## src/rerc_cfg.svh

```systemverilog
// Purpose: Constants of the regulator enable and reset control block
// Assumes: 100 MHz system clock
// Notes:   Offsets are byte addresses of the plain register port
`ifndef RERC_CFG_SVH
`define RERC_CFG_SVH
// ==========================================================
// Timing
`define RERC_CLK_MHZ   100
`define RERC_BIAS_US   170
`define RERC_RAMP_US   750
`define RERC_MS_US     1000
`define RERC_DEB_MS    30
`define RERC_HOLD_MS   100
// ==========================================================
// Register offsets
`define RERC_A_CTRL    8'h00
`define RERC_A_DISCH   8'h04
`define RERC_A_LINCTL  8'h08
`define RERC_A_LINV    8'h0C
`define RERC_A_CORE    8'h10
`define RERC_A_STAT    8'h14
// ==========================================================
// Field positions
`define RERC_B_PSMDIS  0
`define RERC_B_LOWRIP  3
`define RERC_B_LINDIS  0
// ==========================================================
// Reset and default values, millivolts
`define RERC_RST_CTRL  16'h0000
`define RERC_RST_DISCH 16'h0000
`define RERC_RST_LINDS 16'h0000
`define RERC_RST_LINV  16'h0000
`define RERC_SYS_LO_MV 16'h0BB8
`define RERC_SYS_HI_MV 16'h0CE4
`define RERC_MEM_LO_MV 16'h0708
`define RERC_MEM_HI_MV 16'h09C4
`define RERC_COR_LO_MV 16'h0514
`define RERC_COR_HI_MV 16'h060E
`endif

```

## src/rerc_pkg.sv

```systemverilog
// Purpose: Types of the regulator enable and reset control block
// Assumes: Nothing
// Notes:   Constants live in rerc_cfg.svh
package rerc_pkg;
	// ==========================================================
	// Converter sequencing states
	typedef enum logic [1:0] {
		RERC_C_OFF  = 2'b00,
		RERC_C_BIAS = 2'b01,
		RERC_C_RAMP = 2'b10,
		RERC_C_ON   = 2'b11
	} rerc_conv_st_t;
	// ==========================================================
	// System reset states
	typedef enum logic [1:0] {
		RERC_R_LOW  = 2'b00,
		RERC_R_HOLD = 2'b01,
		RERC_R_RUN  = 2'b10
	} rerc_rst_st_t;
	// ==========================================================
	// Per converter settings and outputs
	typedef struct packed {
		logic psmDisable;
		logic lowRipple;
		logic dischargeEn;
	} rerc_conv_cfg_t;
	typedef struct packed {
		logic       switching;
		logic       discharge;
		logic       forcePwm;
		logic       lowRipple;
		logic [9:0] rampStep;
	} rerc_conv_out_t;
endpackage : rerc_pkg

```

## src/rerc_conv.sv

```systemverilog
// Purpose: Start-up sequencing of one step-down converter
// Assumes: usTick is a one-cycle pulse once per microsecond
// Notes:   rampStep counts microseconds of soft start ramp
`timescale 1ns/1ps
`include "rerc_cfg.svh"
module rerc_conv
	import rerc_pkg::*;
#(
	parameter int BIAS_US   = `RERC_BIAS_US,
	parameter int RAMP_US   = `RERC_RAMP_US,
	parameter int US_CYCLES = `RERC_CLK_MHZ
) (
	input  wire logic           clk,
	input  wire logic           srst,
	input  wire logic           usTick,
	input  wire logic           enable,
	input  wire rerc_conv_cfg_t cfg,
	input  wire logic [9:0]     prechargeStep,
	output rerc_conv_out_t      out
);
	rerc_conv_st_t state_r;
	logic [9:0]    bias_r;
	logic [9:0]    step_r;
	logic [31:0]   enCyc_r;
	localparam logic [9:0] BIAS_LAST = 10'(BIAS_US - 1);
	localparam logic [9:0] RAMP_LAST = 10'(RAMP_US - 1);
	// ==========================================================
	// Sequencer
	always_ff @(posedge clk) begin
		if (srst) begin
			state_r <= RERC_C_OFF;
		end else begin
			unique case (state_r)
				RERC_C_OFF: begin
					if (enable) state_r <= RERC_C_BIAS;
				end
				RERC_C_BIAS: begin
					if (!enable) state_r <= RERC_C_OFF;
					else if (usTick && bias_r == BIAS_LAST) state_r <= RERC_C_RAMP;
				end
				RERC_C_RAMP: begin
					if (!enable) state_r <= RERC_C_OFF;
					else if (usTick && step_r == RAMP_LAST) state_r <= RERC_C_ON;
				end
				RERC_C_ON: begin
					if (!enable) state_r <= RERC_C_OFF;
				end
			endcase
		end
	end
	// ==========================================================
	// Bias delay and ramp counters
	always_ff @(posedge clk) begin
		if (srst || state_r != RERC_C_BIAS) bias_r <= 10'h000;
		else if (usTick) bias_r <= bias_r + 10'h001;
	end
	always_ff @(posedge clk) begin
		if (srst || state_r == RERC_C_OFF) begin
			step_r <= 10'h000;
		end else if (state_r == RERC_C_BIAS) begin
			step_r <= (prechargeStep > RAMP_LAST) ? RAMP_LAST : prechargeStep;
		end else if (state_r == RERC_C_RAMP && usTick && step_r != RAMP_LAST) begin
			step_r <= step_r + 10'h001;
		end
	end
	// ==========================================================
	// Outputs
	assign out.switching = state_r[1];
	assign out.discharge = (state_r == RERC_C_OFF) && cfg.dischargeEn;
	assign out.forcePwm  = cfg.psmDisable;
	assign out.lowRipple = cfg.lowRipple && !cfg.psmDisable && state_r[1];
	assign out.rampStep  = step_r;
	// ==========================================================
	// Checks
	always_ff @(posedge clk) begin
		if (srst || !enable) enCyc_r <= 32'h0;
		else if (enCyc_r != 32'hFFFFFFFF) enCyc_r <= enCyc_r + 32'h1;
	end
endmodule : rerc_conv

```

## src/rerc_top.sv

```systemverilog
// Purpose: Regulator enable, power-good and system reset control
// Assumes: Comparator flags are asynchronous; pins synchronous
// Notes:   System reset is open drain, pulled low via oe
// ==========================================================
// Summary of operation
// Low ripple bit applies during pulse frequency operation
// Per converter power save disable forces fixed PWM
// Wait 170 us bias before switching starts
// Soft start ramp 750 us, shortened when precharged
// Optional discharge of disabled converters, off by default
// Discharge on lockout, enable low, or overtemperature
// Power-good flag for each of five rails
// Rail drop raises interrupt; flags readable in status
// Disabled rail reports power good
// Common linear enable plus software disable and voltage
// Lockout or overtemperature shuts every regulator down
// Undervoltage lockout disables all regulators
// Converter follows its own enable input level
// Default select pin picks lower or higher voltage
// Warm reset restores core default only
// Warm reset input is debounced
// System reset low at power-up, low rail, hold
// Debounced warm reset forces system reset low
// Hold delay starts after always-on rail recovers
// System reset output is open drain
// Debounce needs 30 ms of steady assertion
// Core voltage default on five listed conditions
// Hold and debounce timed from low-rate timebase
// Comparator flags pass two-stage synchroniser
`timescale 1ns/1ps
`include "rerc_cfg.svh"
module rerc_top
	import rerc_pkg::*;
#(
	parameter int US_CYCLES = `RERC_CLK_MHZ,
	parameter int MS_US     = `RERC_MS_US,
	parameter int DEB_MS    = `RERC_DEB_MS,
	parameter int BIAS_US   = `RERC_BIAS_US,
	parameter int RAMP_US   = `RERC_RAMP_US
) (
	input  wire logic             clk,
	input  wire logic             srst,
	input  wire logic [7:0]       regAddr,
	input  wire logic [15:0]      regWdata,
	input  wire logic             regWrite,
	input  wire logic             regRead,
	output logic [15:0]           regRdata,
	input  wire logic             systemRailEnable,
	input  wire logic             memoryRailEnable,
	input  wire logic             coreRailEnable,
	input  wire logic             linearRegsEnable,
	input  wire logic             systemRailDefaultSel,
	input  wire logic             memoryRailDefaultSel,
	input  wire logic             coreRailDefaultSel,
	input  wire logic             warmResetRequest,
	input  wire logic [15:0]      resetDelayCapPin,
	input  wire logic             supplyUndervoltageLockout,
	input  wire logic             thermalShutdownFlag,
	input  wire logic             alwaysOnRailLow,
	input  wire logic [4:0]       railLowRaw,
	input  wire logic [2:0][9:0]  prechargeStep,
	output rerc_conv_out_t [2:0]  convOut,
	output logic [1:0]            linearEnable,
	output logic [7:0]            linearVoltage,
	output logic [15:0]           systemVoltMv,
	output logic [15:0]           memoryVoltMv,
	output logic [15:0]           coreVoltMv,
	output logic [4:0]            railFaultStatus,
	output logic                  railFaultIrq,
	output logic                  systemResetOut,
	output logic                  systemResetOe
);
	// ==========================================================
	// Declarations
	logic [2:0]           flagS1_r;
	logic [2:0]           flagS2_r;
	logic [4:0]           railS1_r;
	logic [4:0]           railS2_r;
	logic                 uvloS;
	logic                 thermS;
	logic                 aonLowS;
	logic                 shutdown;
	logic [15:0]          usCnt_r;
	logic                 usTick;
	logic [15:0]          msCnt_r;
	logic                 msTick;
	logic [7:0]           debCnt_r;
	logic                 warmActive_r;
	rerc_rst_st_t         rstSt_r;
	logic [15:0]          hold_r;
	logic [15:0]          ctrl_r;
	logic [15:0]          disch_r;
	logic [15:0]          linDis_r;
	logic [15:0]          linV_r;
	logic [15:0]          core_r;
	logic [15:0]          coreDef;
	logic                 coreDefault;
	logic [2:0]           convEn;
	rerc_conv_cfg_t [2:0] convCfg;
	logic [4:0]           railOn;
	logic [4:0]           fault_nxt;
	logic [31:0]          warmCyc_r;
	localparam logic [15:0] US_LAST  = 16'(US_CYCLES - 1);
	localparam logic [15:0] MS_LAST  = 16'(MS_US - 1);
	localparam logic [7:0]  DEB_LAST = 8'(DEB_MS);
	// ==========================================================
	// Synchronisers for comparator flags
	always_ff @(posedge clk) begin
		if (srst) begin
			flagS1_r <= 3'h7;
			flagS2_r <= 3'h7;
			railS1_r <= 5'h00;
			railS2_r <= 5'h00;
		end else begin
			flagS1_r <= {alwaysOnRailLow, thermalShutdownFlag, supplyUndervoltageLockout};
			flagS2_r <= flagS1_r;
			railS1_r <= railLowRaw;
			railS2_r <= railS1_r;
		end
	end
	assign uvloS    = flagS2_r[0];
	assign thermS   = flagS2_r[1];
	assign aonLowS  = flagS2_r[2];
	assign shutdown = uvloS || thermS;
	// ==========================================================
	// Timebase
	always_ff @(posedge clk) begin
		if (srst || usCnt_r == US_LAST) usCnt_r <= 16'h0000;
		else usCnt_r <= usCnt_r + 16'h0001;
	end
	assign usTick = (usCnt_r == US_LAST);
	always_ff @(posedge clk) begin
		if (srst) msCnt_r <= 16'h0000;
		else if (usTick) msCnt_r <= (msCnt_r == MS_LAST) ? 16'h0000 : msCnt_r + 16'h0001;
	end
	assign msTick = usTick && (msCnt_r == MS_LAST);
	// ==========================================================
	// Warm reset debounce
	always_ff @(posedge clk) begin
		if (srst || !warmResetRequest) begin
			debCnt_r     <= 8'h00;
			warmActive_r <= 1'b0;
		end else if (msTick) begin
			if (debCnt_r != DEB_LAST) debCnt_r <= debCnt_r + 8'h01;
			if (debCnt_r == DEB_LAST - 8'h01) warmActive_r <= 1'b1;
		end
	end
	// ==========================================================
	// System reset sequencing
	always_ff @(posedge clk) begin
		if (srst) begin
			rstSt_r <= RERC_R_LOW;
		end else begin
			unique case (rstSt_r)
				RERC_R_LOW: begin
					if (!aonLowS && !warmActive_r) rstSt_r <= RERC_R_HOLD;
				end
				RERC_R_HOLD: begin
					if (aonLowS || warmActive_r) rstSt_r <= RERC_R_LOW;
					else if (msTick && hold_r >= resetDelayCapPin) rstSt_r <= RERC_R_RUN;
				end
				RERC_R_RUN: begin
					if (aonLowS || warmActive_r) rstSt_r <= RERC_R_LOW;
				end
				default: rstSt_r <= RERC_R_LOW;
			endcase
		end
	end
	always_ff @(posedge clk) begin
		if (srst || rstSt_r != RERC_R_HOLD) hold_r <= 16'h0000;
		else if (msTick && hold_r != 16'hFFFF) hold_r <= hold_r + 16'h0001;
	end
	always_ff @(posedge clk) begin
		if (srst) systemResetOe <= 1'b1;
		else systemResetOe <= (rstSt_r != RERC_R_RUN);
	end
	assign systemResetOut = 1'b0;
	// ==========================================================
	// Register writes
	always_ff @(posedge clk) begin
		if (srst) begin
			ctrl_r   <= `RERC_RST_CTRL;
			disch_r  <= `RERC_RST_DISCH;
			linDis_r <= `RERC_RST_LINDS;
			linV_r   <= `RERC_RST_LINV;
		end else if (regWrite) begin
			if (regAddr == `RERC_A_CTRL) ctrl_r <= regWdata;
			if (regAddr == `RERC_A_DISCH) disch_r <= regWdata;
			if (regAddr == `RERC_A_LINCTL) linDis_r <= regWdata;
			if (regAddr == `RERC_A_LINV) linV_r <= regWdata;
		end
	end
	// ==========================================================
	// Core voltage with default restore
	assign coreDef = coreRailDefaultSel ? `RERC_COR_HI_MV : `RERC_COR_LO_MV;
	assign coreDefault = warmActive_r || aonLowS || uvloS || systemResetOe
		|| (!convEn[0] && !convEn[2]);
	always_ff @(posedge clk) begin
		if (srst) core_r <= `RERC_COR_LO_MV;
		else if (coreDefault) core_r <= coreDef;
		else if (regWrite && regAddr == `RERC_A_CORE) core_r <= regWdata;
	end
	assign coreVoltMv = core_r;
	always_ff @(posedge clk) begin
		if (srst) begin
			systemVoltMv <= `RERC_SYS_LO_MV;
			memoryVoltMv <= `RERC_MEM_LO_MV;
		end else begin
			systemVoltMv <= systemRailDefaultSel ? `RERC_SYS_HI_MV : `RERC_SYS_LO_MV;
			memoryVoltMv <= memoryRailDefaultSel ? `RERC_MEM_HI_MV : `RERC_MEM_LO_MV;
		end
	end
	// ==========================================================
	// Converters
	assign convEn = {coreRailEnable, memoryRailEnable, systemRailEnable} & {3{!shutdown}};
	for (genvar i = 0; i < 3; i++) begin : gConv
		assign convCfg[i].psmDisable  = ctrl_r[`RERC_B_PSMDIS + i];
		assign convCfg[i].lowRipple   = ctrl_r[`RERC_B_LOWRIP];
		assign convCfg[i].dischargeEn = disch_r[i];
		rerc_conv #(
			.BIAS_US   (BIAS_US),
			.RAMP_US   (RAMP_US),
			.US_CYCLES (US_CYCLES)
		) uConv (
			.clk           (clk),
			.srst          (srst),
			.usTick        (usTick),
			.enable        (convEn[i]),
			.cfg           (convCfg[i]),
			.prechargeStep (prechargeStep[i]),
			.out           (convOut[i])
		);
	end
	// ==========================================================
	// Linear regulators
	always_ff @(posedge clk) begin
		if (srst) linearEnable <= 2'b00;
		else linearEnable <= {2{linearRegsEnable && !shutdown}}
			& ~linDis_r[`RERC_B_LINDIS +: 2];
	end
	assign linearVoltage = linV_r[7:0];
	// ==========================================================
	// Power-good flags
	assign railOn    = {linearEnable, convEn};
	assign fault_nxt = railS2_r & railOn;
	always_ff @(posedge clk) begin
		if (srst) begin
			railFaultStatus <= 5'h00;
			railFaultIrq    <= 1'b0;
		end else begin
			railFaultStatus <= fault_nxt;
			railFaultIrq    <= |fault_nxt;
		end
	end
	// ==========================================================
	// Register reads
	always_ff @(posedge clk) begin
		if (srst || !regRead) begin
			regRdata <= 16'h0000;
		end else begin
			unique case (regAddr)
				`RERC_A_CTRL:   regRdata <= ctrl_r;
				`RERC_A_DISCH:  regRdata <= disch_r;
				`RERC_A_LINCTL: regRdata <= linDis_r;
				`RERC_A_LINV:   regRdata <= linV_r;
				`RERC_A_CORE:   regRdata <= core_r;
				`RERC_A_STAT:   regRdata <= {7'h00, warmActive_r, aonLowS, thermS, uvloS,
					railFaultStatus};
				default:        regRdata <= 16'h0000;
			endcase
		end
	end

	always_ff @(posedge clk) begin
		if (srst || !warmResetRequest) warmCyc_r <= 32'h0;
		else if (warmCyc_r != 32'hFFFFFFFF) warmCyc_r <= warmCyc_r + 32'h1;
	end
endmodule : rerc_top

```

## config.mk

```make
export PLATFORM = sky130hd
export DESIGN_NAME = rerc_top
export DESIGN_NICKNAME = d
export VERILOG_FILES = /design/src/rerc_pkg.sv /design/src/rerc_conv.sv /design/src/rerc_top.sv
export VERILOG_INCLUDE_DIRS = /design/src /design/src/src
export SDC_FILE = /design/constraint.sdc
export NUM_CORES = 1
export LEC_CHECK = 0
export CORE_ASPECT_RATIO = 0.9
export CORE_MARGIN = 4
export CORE_UTILIZATION = 42
export DETAILED_ROUTE_END_ITERATION = 12
export DONT_BUFFER_PORTS = 1
export GPL_TIMING_DRIVEN = 0
export PLACE_DENSITY_LB_ADDON = 0.2
export SETUP_SLACK_MARGIN = 0.5
export SLEW_MARGIN = 5
export SYNTH_ARGS = -nofsm -noshare
export SYNTH_HDL_FRONTEND = slang
export SYNTH_HIERARCHICAL = 1
export SYNTH_SLANG_ARGS = --single-unit
export TNS_END_PERCENT = 100
```

## constraint.sdc

```tcl
create_clock -name clk -period 3.9 [get_ports clk]
set_clock_uncertainty 0.05 [all_clocks]
set_input_delay 0.585 -clock clk [delete_from_list [all_inputs] [get_ports clk]]
set_output_delay 0.585 -clock clk [all_outputs]
set_load 0.005 [all_outputs]
```

==> results of run 1 <==
==> stage by stage <==
step / utilization / cells / setup WS [ps] / area [sq um]
4_1_cts: 0.477 / 1815 / 645 / 13400
3_5_place_dp: 0.448 / 1769 / 61.7 / 12600
2_1_floorplan: - / 1409 / 1230 / 12100
3_3_place_gp: 0.447 / 1769 / 103 / 12600
5_1_grt: 0.478 / 1815 / 713 / 13400
6_report: 0.478 / 1815 / 952 / 13400
==> what timing repair did <==
action / CTS / global route
gates resized for setup: 1 / 0
hold buffers: 0 / 0
endpoints found under the hold margin: 0 / 0
setup endpoints to repair: 5 / 0
==> state kept, by name, indices dropped and copies added, names as in the netlist, 3 cells and up <==
| name | flops |
|---|---|
| coreVoltMv | 16 |
| ctrl_r | 16 |
| debCnt_r | 8 |
| disch_r | 16 |
| flagS1_r | 3 |
| flagS2_r | 3 |
| gConv.uConv/bias_r | 30 |
| gConv.uConv/state_r | 6 |
| gConv.uConv/step_r | 30 |
| hold_r | 16 |
| linDis_r | 16 |
| linV_r | 16 |
| msCnt_r | 16 |
| railFaultStatus | 5 |
| railS1_r | 5 |
| railS2_r | 5 |
| regRdata | 16 |
| usCnt_r | 16 |
==> area by class of cell <==
| type | count | area share |
|---|---|---|
| flip-flops and latches | 250 | 0.373 |
| plain buffers | 107 | 0.0446 |
| multi-input cells | 1009 | 0.475 |
| clock inverters | 9 | 0.00336 |
| well taps | 360 | 0.0336 |
| inverters | 43 | 0.0120 |
| clock buffers | 37 | 0.0586 |
==> kinds of logic after synthesis <==
kind of cell	synth area share
AOI/OAI and AO/OA	0.131
xor gates and xnor gates	0.0443
adders and majority gates	0.0353
buffers and inverters	0.0629
DFF	0.415
muxes	0.0488
other	0.000623
and+or+nand+nor	0.262
==> Yosys cell counts (9+ instances only) <==
library cell,n,area share
mux2_2,16,0.015
xnor2_1,34,0.025
nand2b_1,17,0.0088
a211oi_1,11,0.0069
a22oi_1,16,0.010
nand3_1,37,0.015
nor3_1,30,0.012
or3_1,19,0.0099
and4_1,9,0.0065
nand4_1,26,0.013
mux4_2,9,0.017
a31oi_1,13,0.0067
nor2_1,124,0.039
clkbuf_1,45,0.014
a21oi_1,113,0.047
o22ai_1,9,0.0047
inv_1,43,0.013
dfxtp_1,250,0.42
mux2i_1,16,0.013
a311oi_1,13,0.0094
and3_1,14,0.0073
nand2_1,191,0.059
and2_1,14,0.0073
ha_1,34,0.035
nor4_1,19,0.0099
buf_4,49,0.031
xor2_1,27,0.020
nor2b_1,17,0.0088
o21ai_0,34,0.014
buf_2,9,0.0037
or2_2,12,0.0062
==> routing by layer <==
layer  share of wire  GRT usage
met5         0.00036          0
met4           0.020     0.0473
met3           0.086     0.0571
met2            0.45      0.330
met1            0.44      0.275
==> how the worst max path moves through the flow <==
| stage | start | to | slack (ps) | cells after the start |
|---|---|---|---|---|
| finish | usCnt_r[0] | hold_r[15] | 950 | 7 |
| global route | usCnt_r[0] | hold_r[15] | 710 | 7 |
| floorplan | usCnt_r[0] | hold_r[15] | 1230 | 7 |
| global placement | regAddr[0] | regRdata[5] | 100 | 6 |
| detailed placement | regAddr[0] | regRdata[5] | 60 | 6 |
| CTS | regAddr[0] | regRdata[5] | 640 | 6 |
==> worst reg2reg max path, delay by kind of cell (launching register included) <==
| kind | cells | cell delay, ps |
|---|---|---|
| and+or+nand+nor | 3 | 950 |
| AOI/OAI and AO/OA | 2 | 650 |
| buffers and inverters | 1 | 540 |
| DFF | 1 | 390 |
| adders and majority gates | 1 | 300 |
==> power groups by stage <==
stage | clock [mW] | sequential (mW) | combinational, mW
floorplan | 0 | 2.63 | 0.114
global placement | 0 | 2.64 | 0.147
detailed placement | 0 | 2.64 | 0.148
CTS | 2.50 | 2.58 | 0.148
global route | 2.60 | 2.58 | 0.165
finish | 2.43 | 2.58 | 0.150
==> results.ini, run 1 <==
[detailed_routing]
drc=0
vias=10057
wl_per_cell_microns=18.6
postRouteWirelength_microns=33700
dr.pass1.iters=6
drtIter0Drc=658
vias_per_cell=5.54
ant_nets=0

[pwr]
powerDensity_mw_per_mm2=385
peakVddDrop_mv=0.305
seqPwrFrac=0.500
swShare=0.220
leakagePower_nw=4.89
power.total_mw=5.17
power.switching_mw=1.14
clkPwrFrac=0.471
cell_internal_pwr_mw=4.03
p_comb_frac=0.029

[clock_tree]
tritoncts=yes
path_clk_slew_ps=60
postCtsSetupRepairBufs=0
cts-htree-levels=1
ctsLongestPathBuffers=3
cts-root-buf=clkbuf_16
cts_buffers=28
clock-sinks=250
clock_latency_ps=540

[setup_path]
cp_max_fo=18
rr_worst_depth=7
max_stage_delay_ps=540
crit_type=reg -> reg
critPathTopFamily=simple AND/OR/NAND/NOR gates
start_kind=flip-flop
path_cells=ha_1 -> and4b_1 -> and4_1 -> clkbuf_2 -> o2111ai_1 -> or4_1 -> a21oi_1
worst-path-buf-inv=1
end_kind=flip-flop
crit_slowest_cell=clkbuf_2
rrSetupSlack_ps=950
timing.rr.start=usCnt_r[0]
crit_required_ps=4320
timing.rr.end=hold_r[15]
arrival_ps=3370

[synth]
synth-edff-count=0
ys_seq_elements=250
ys_seq_area_frac=0.415
synth-async-reset-ratio=0
synth_ff_type=dfxtp_1
post_synth_inst_count=1392
syn_area_per_cell_sq_um=8.66
synth_warnings=6
synth.cell_area_sq_mm=0.0121
yosysUniqueCellTypes=71

[finish]
diodes=0
seq_area_sq_mm=0.00500
final_common_cell=dfxtp_1
multi_input_area_sq_mm=0.00637
nFillCells=2721
fin_nets=1563
layout-drive-gt1-share=0.125
syn2layout_area_growth_pct=11.3
layout_common_cells=dfxtp_1 (250), nand2_1 (191), nor2_1 (124)

[timing]
layout_min_cycle_time_ps=2950
fmax_mhz=339
slew_headroom=0.278
worst_pin_slew_ps=1070
finalCritPeriodShare=0.756
setup_viol=0
rsz0062_at_grt=no
fin_hold_ws_ps=99.2
final.setup.tns_ps=0
finalMaxSlewViolations=0
hold_viol_final=0

[job]
maxCapViolCount=0

[min_path]
hold_class=in -> reg
min_to=flagS1_r[1]
min-delay-start=thermalShutdownFlag
whs_path_depth=1

[grt]
grt.overflow.total=0
first_global_vias=9441
grt_pass1_wl_microns=52700
grt_max_degree=22
track_usage=0.205
antenna_found_initial=1

[floorplan]
die_x_microns=187
die_area_sq_mm=0.0315
io_pins=214
core_sq_mm=0.0281
die_height_microns=169
rows=58
initial_core_util=0.429

[placement]
port_buffers=0
place_congestion=0.874
dp_hpwl_microns=24700

[run_status]
outcome=completed

(Power assumes the default switching activity.)
==> run 2: changes to the inputs <==
==> constraint.sdc (replaced) <==
create_clock -name clk -period 2.45 [get_ports clk]
set_clock_uncertainty 0.05 [all_clocks]
set_input_delay 0.3675 -clock clk [delete_from_list [all_inputs] [get_ports clk]]
set_output_delay 0.3675 -clock clk [all_outputs]
set_load 0.005 [all_outputs]
==> run 2 against run 1 <==
The flow now finishes with violations (setup timing). Die area stayed put. Flip-flop and latch count unchanged. Via count grew 6.9%. Combinational power is 150% higher. Worst setup slack lost 1000 ps. First-iteration DRC count decreased by 8.8%. Critical path type unchanged. Largest cell class unchanged.
==> results.ini, run 2 (synthesized netlist as in run 1, its figures left out) <==
[placement]
port_buffers=0  ; unchanged
dp_hpwl_microns=24600  ; -0.39%
place_inst=1769  ; unchanged
place_area_sq_mm=0.0128  ; +1.9%
place_congestion=0.883  ; +1.0%

[pwr]
peakVddDrop_mv=0.536  ; +76%
swShare=0.210  ; -0.0101
powerDensity_mw_per_mm2=568  ; +47%
power.switching_mw=1.90  ; +67%
p_comb_frac=0.041  ; +0.012
cell_internal_pwr_mw=7.13  ; +77%
leakagePower_nw=5.96  ; +22%
clkPwrFrac=0.503  ; +0.032
seqPwrFrac=0.455  ; -0.045

[floorplan]
io_pins=214  ; unchanged
rows=58  ; unchanged
initial_core_util=0.429  ; unchanged
die_x_microns=187  ; unchanged
core_sq_mm=0.0281  ; unchanged
die_height_microns=169  ; unchanged
die_area_sq_mm=0.0315  ; unchanged

[detailed_routing]
postRouteWirelength_microns=36700  ; +8.8%
met1_length_microns=16100  ; +7.8%
wl_per_cell_microns=18.9  ; +1.6%
top_layer_used=met5
dr.pass1.iters=5  ; -1
vias=10754  ; +6.9%
vias_per_cell=5.53  ; -0.11%
drc=0  ; unchanged
ant_nets=0  ; unchanged
wl_met2_microns=17200  ; +13%
drtIter0Drc=600  ; -8.8%
dr_wl_met3_microns=2640  ; -8.9%

[finish]
final_common_cell=dfxtp_1
layout-drive-gt1-share=0.250  ; +0.125
stdcell_count=1943  ; +7.1%
finalInstanceArea_sq_mm=0.0159  ; +19%
fin_nets=1685  ; +7.8%
syn2layout_area_growth_pct=31.9
largest_registers=gConv.uConv/bias_r x30, gConv.uConv/step_r x30
layout_common_cells=dfxtp_1 (242), nand2_1 (183), nor2_1 (118)
nFillCells=2438  ; -10%

[timing]
finalMaxSlewViolations=0  ; unchanged
worst_pin_slew_ps=813  ; -260 ps
setup_viol=6  ; +6
layout_min_cycle_time_ps=2540  ; -407 ps
rsz0062_at_grt=yes
fmax_mhz=394  ; +16%
slew_headroom=0.458  ; +0.180
finalCritPeriodShare=1.04  ; +0.281
worst_slack_ps=-90.7  ; -1040 ps
hold_viol_final=0  ; unchanged

[job]
maxCapViolCount=0  ; unchanged

[setup_path]
end_kind=flip-flop
max_stage_delay_ps=540  ; about the same
cp_max_fo=5  ; -13
cp-startpoint=msCnt_r[4]
rrSetupSlack_ps=-90  ; -1040 ps
path_cells=or4_4 -> or4_4 -> buf_6 -> a311o_1 -> or4_4 -> a21oi_2
arrival_ps=2950  ; -420 ps
start_kind=flip-flop
timing.rr.end=hold_r[5]
cp-endpoint=hold_r[5]
timing.rr.start=msCnt_r[4]
crit_type=reg -> reg
rr_worst_depth=6  ; -1
crit_slowest_cell=or4_4
cp_common_cell=or4_4
crit_required_ps=2860  ; -1460 ps

[clock_tree]
path_clk_slew_ps=60  ; about the same
cts-htree-levels=1  ; unchanged
clock-sinks=250  ; unchanged
ctsLongestPathBuffers=3  ; unchanged
tritoncts=yes
clock_latency_ps=530  ; about the same
cts_buffers=28  ; unchanged
cts-root-buf=clkbuf_16

[min_path]
hold_class=in -> reg

[run_status]
outcome=finished, violations left
violations=setup timing

[grt]
grt_pass1_wl_microns=57100  ; +8.3%
antenna_found_initial=2  ; +1
first_global_vias=10358  ; +9.7%
track_usage=0.220  ; +0.0158
grt_max_degree=14  ; -36%
grt.overflow.total=0  ; unchanged

[run 2: through the flow]
| stage | total power, mW | setup slack, ps | TNS [ps] | hold WS [ps] | utilization |
|---|---|---|---|---|---|
| after floorplan | 4.39 | -11.5 | -11.5 | 339 | - |
| after detailed placement | 4.45 | -472 | -11130 | 342 | 0.456 |
| after global routing | 9.31 | -146 | -946 | 6.33 | 0.566 |
| final | 9.03 | -90.7 | -290 | 25.0 | 0.566 |
| after global placement | 4.44 | -533 | -15600 | 346 | 0.456 |
| after CTS | 9.10 | -110 | -153 | 5.01 | 0.545 |
[run 2: routing by layer]
layer / GRT usage / vias up
met3: 0.0584 / 63
met5: 0 / -
met4: 0.0453 / 2
met2: 0.369 / 319
met1: 0.291 / 5165
li1: - / 5205
[run 2: what timing repair did]
item	4_1_cts	5_1_grt
endpoints found under the hold margin	123	1
pin swaps	51	42
endpoints found under the setup margin	142	118
hold buffers	55	1
gates resized for setup	119	94
cloned	2	0
setup buffers	47	17
[run 2: critical path: cells and delay by family (launching register included)]
family	cells	cell delay (ps)
compound gates	2	460
simple gates	3	1500
flops	1	330
buf+inv	1	130
[run 2: how the worst min path moves through the flow]
| stage | start | endpoint | slack (ps) | cells past startpoint |
|---|---|---|---|---|
| after CTS | prechargeStep[18] | gConv[1].uConv/step_r[8] | 5 | 2 |
| after global routing | prechargeStep[18] | gConv[1].uConv/step_r[8] | 6 | 2 |
| final | prechargeStep[18] | gConv[1].uConv/step_r[8] | 30 | 2 |
| after detailed placement | flagS1_r[0] | flagS2_r[0] | 340 | 1 |
| after floorplan | flagS1_r[0] | flagS2_r[0] | 340 | 1 |
| after global placement | flagS1_r[2] | flagS2_r[2] | 350 | 1 |
[run 2: cell type report]
cell class | instances | area (sq um) | share of cell area
clock inverters | 11 | 190 | 0.0120
multi-input cells | 1009 | 7230 | 0.455
repair buffers | 122 | 1220 | 0.0769
inverters | 43 | 161 | 0.0102
diodes | 2 | 5.00 | 0.000315
plain buffers | 107 | 788 | 0.0496
clock buffers | 39 | 823 | 0.0518
flip-flops and latches | 250 | 5020 | 0.316
well taps | 360 | 450 | 0.0283
[run 2: power groups by stage]
stage                     sequential [mW]  clock, mW  combinational (mW)
after floorplan                      4.20          0               0.190
after global placement               4.20          0               0.241
after detailed placement             4.20          0               0.243
after CTS                            4.11       4.63               0.360
after global routing                 4.11       4.80               0.405
final                                4.11       4.55               0.373
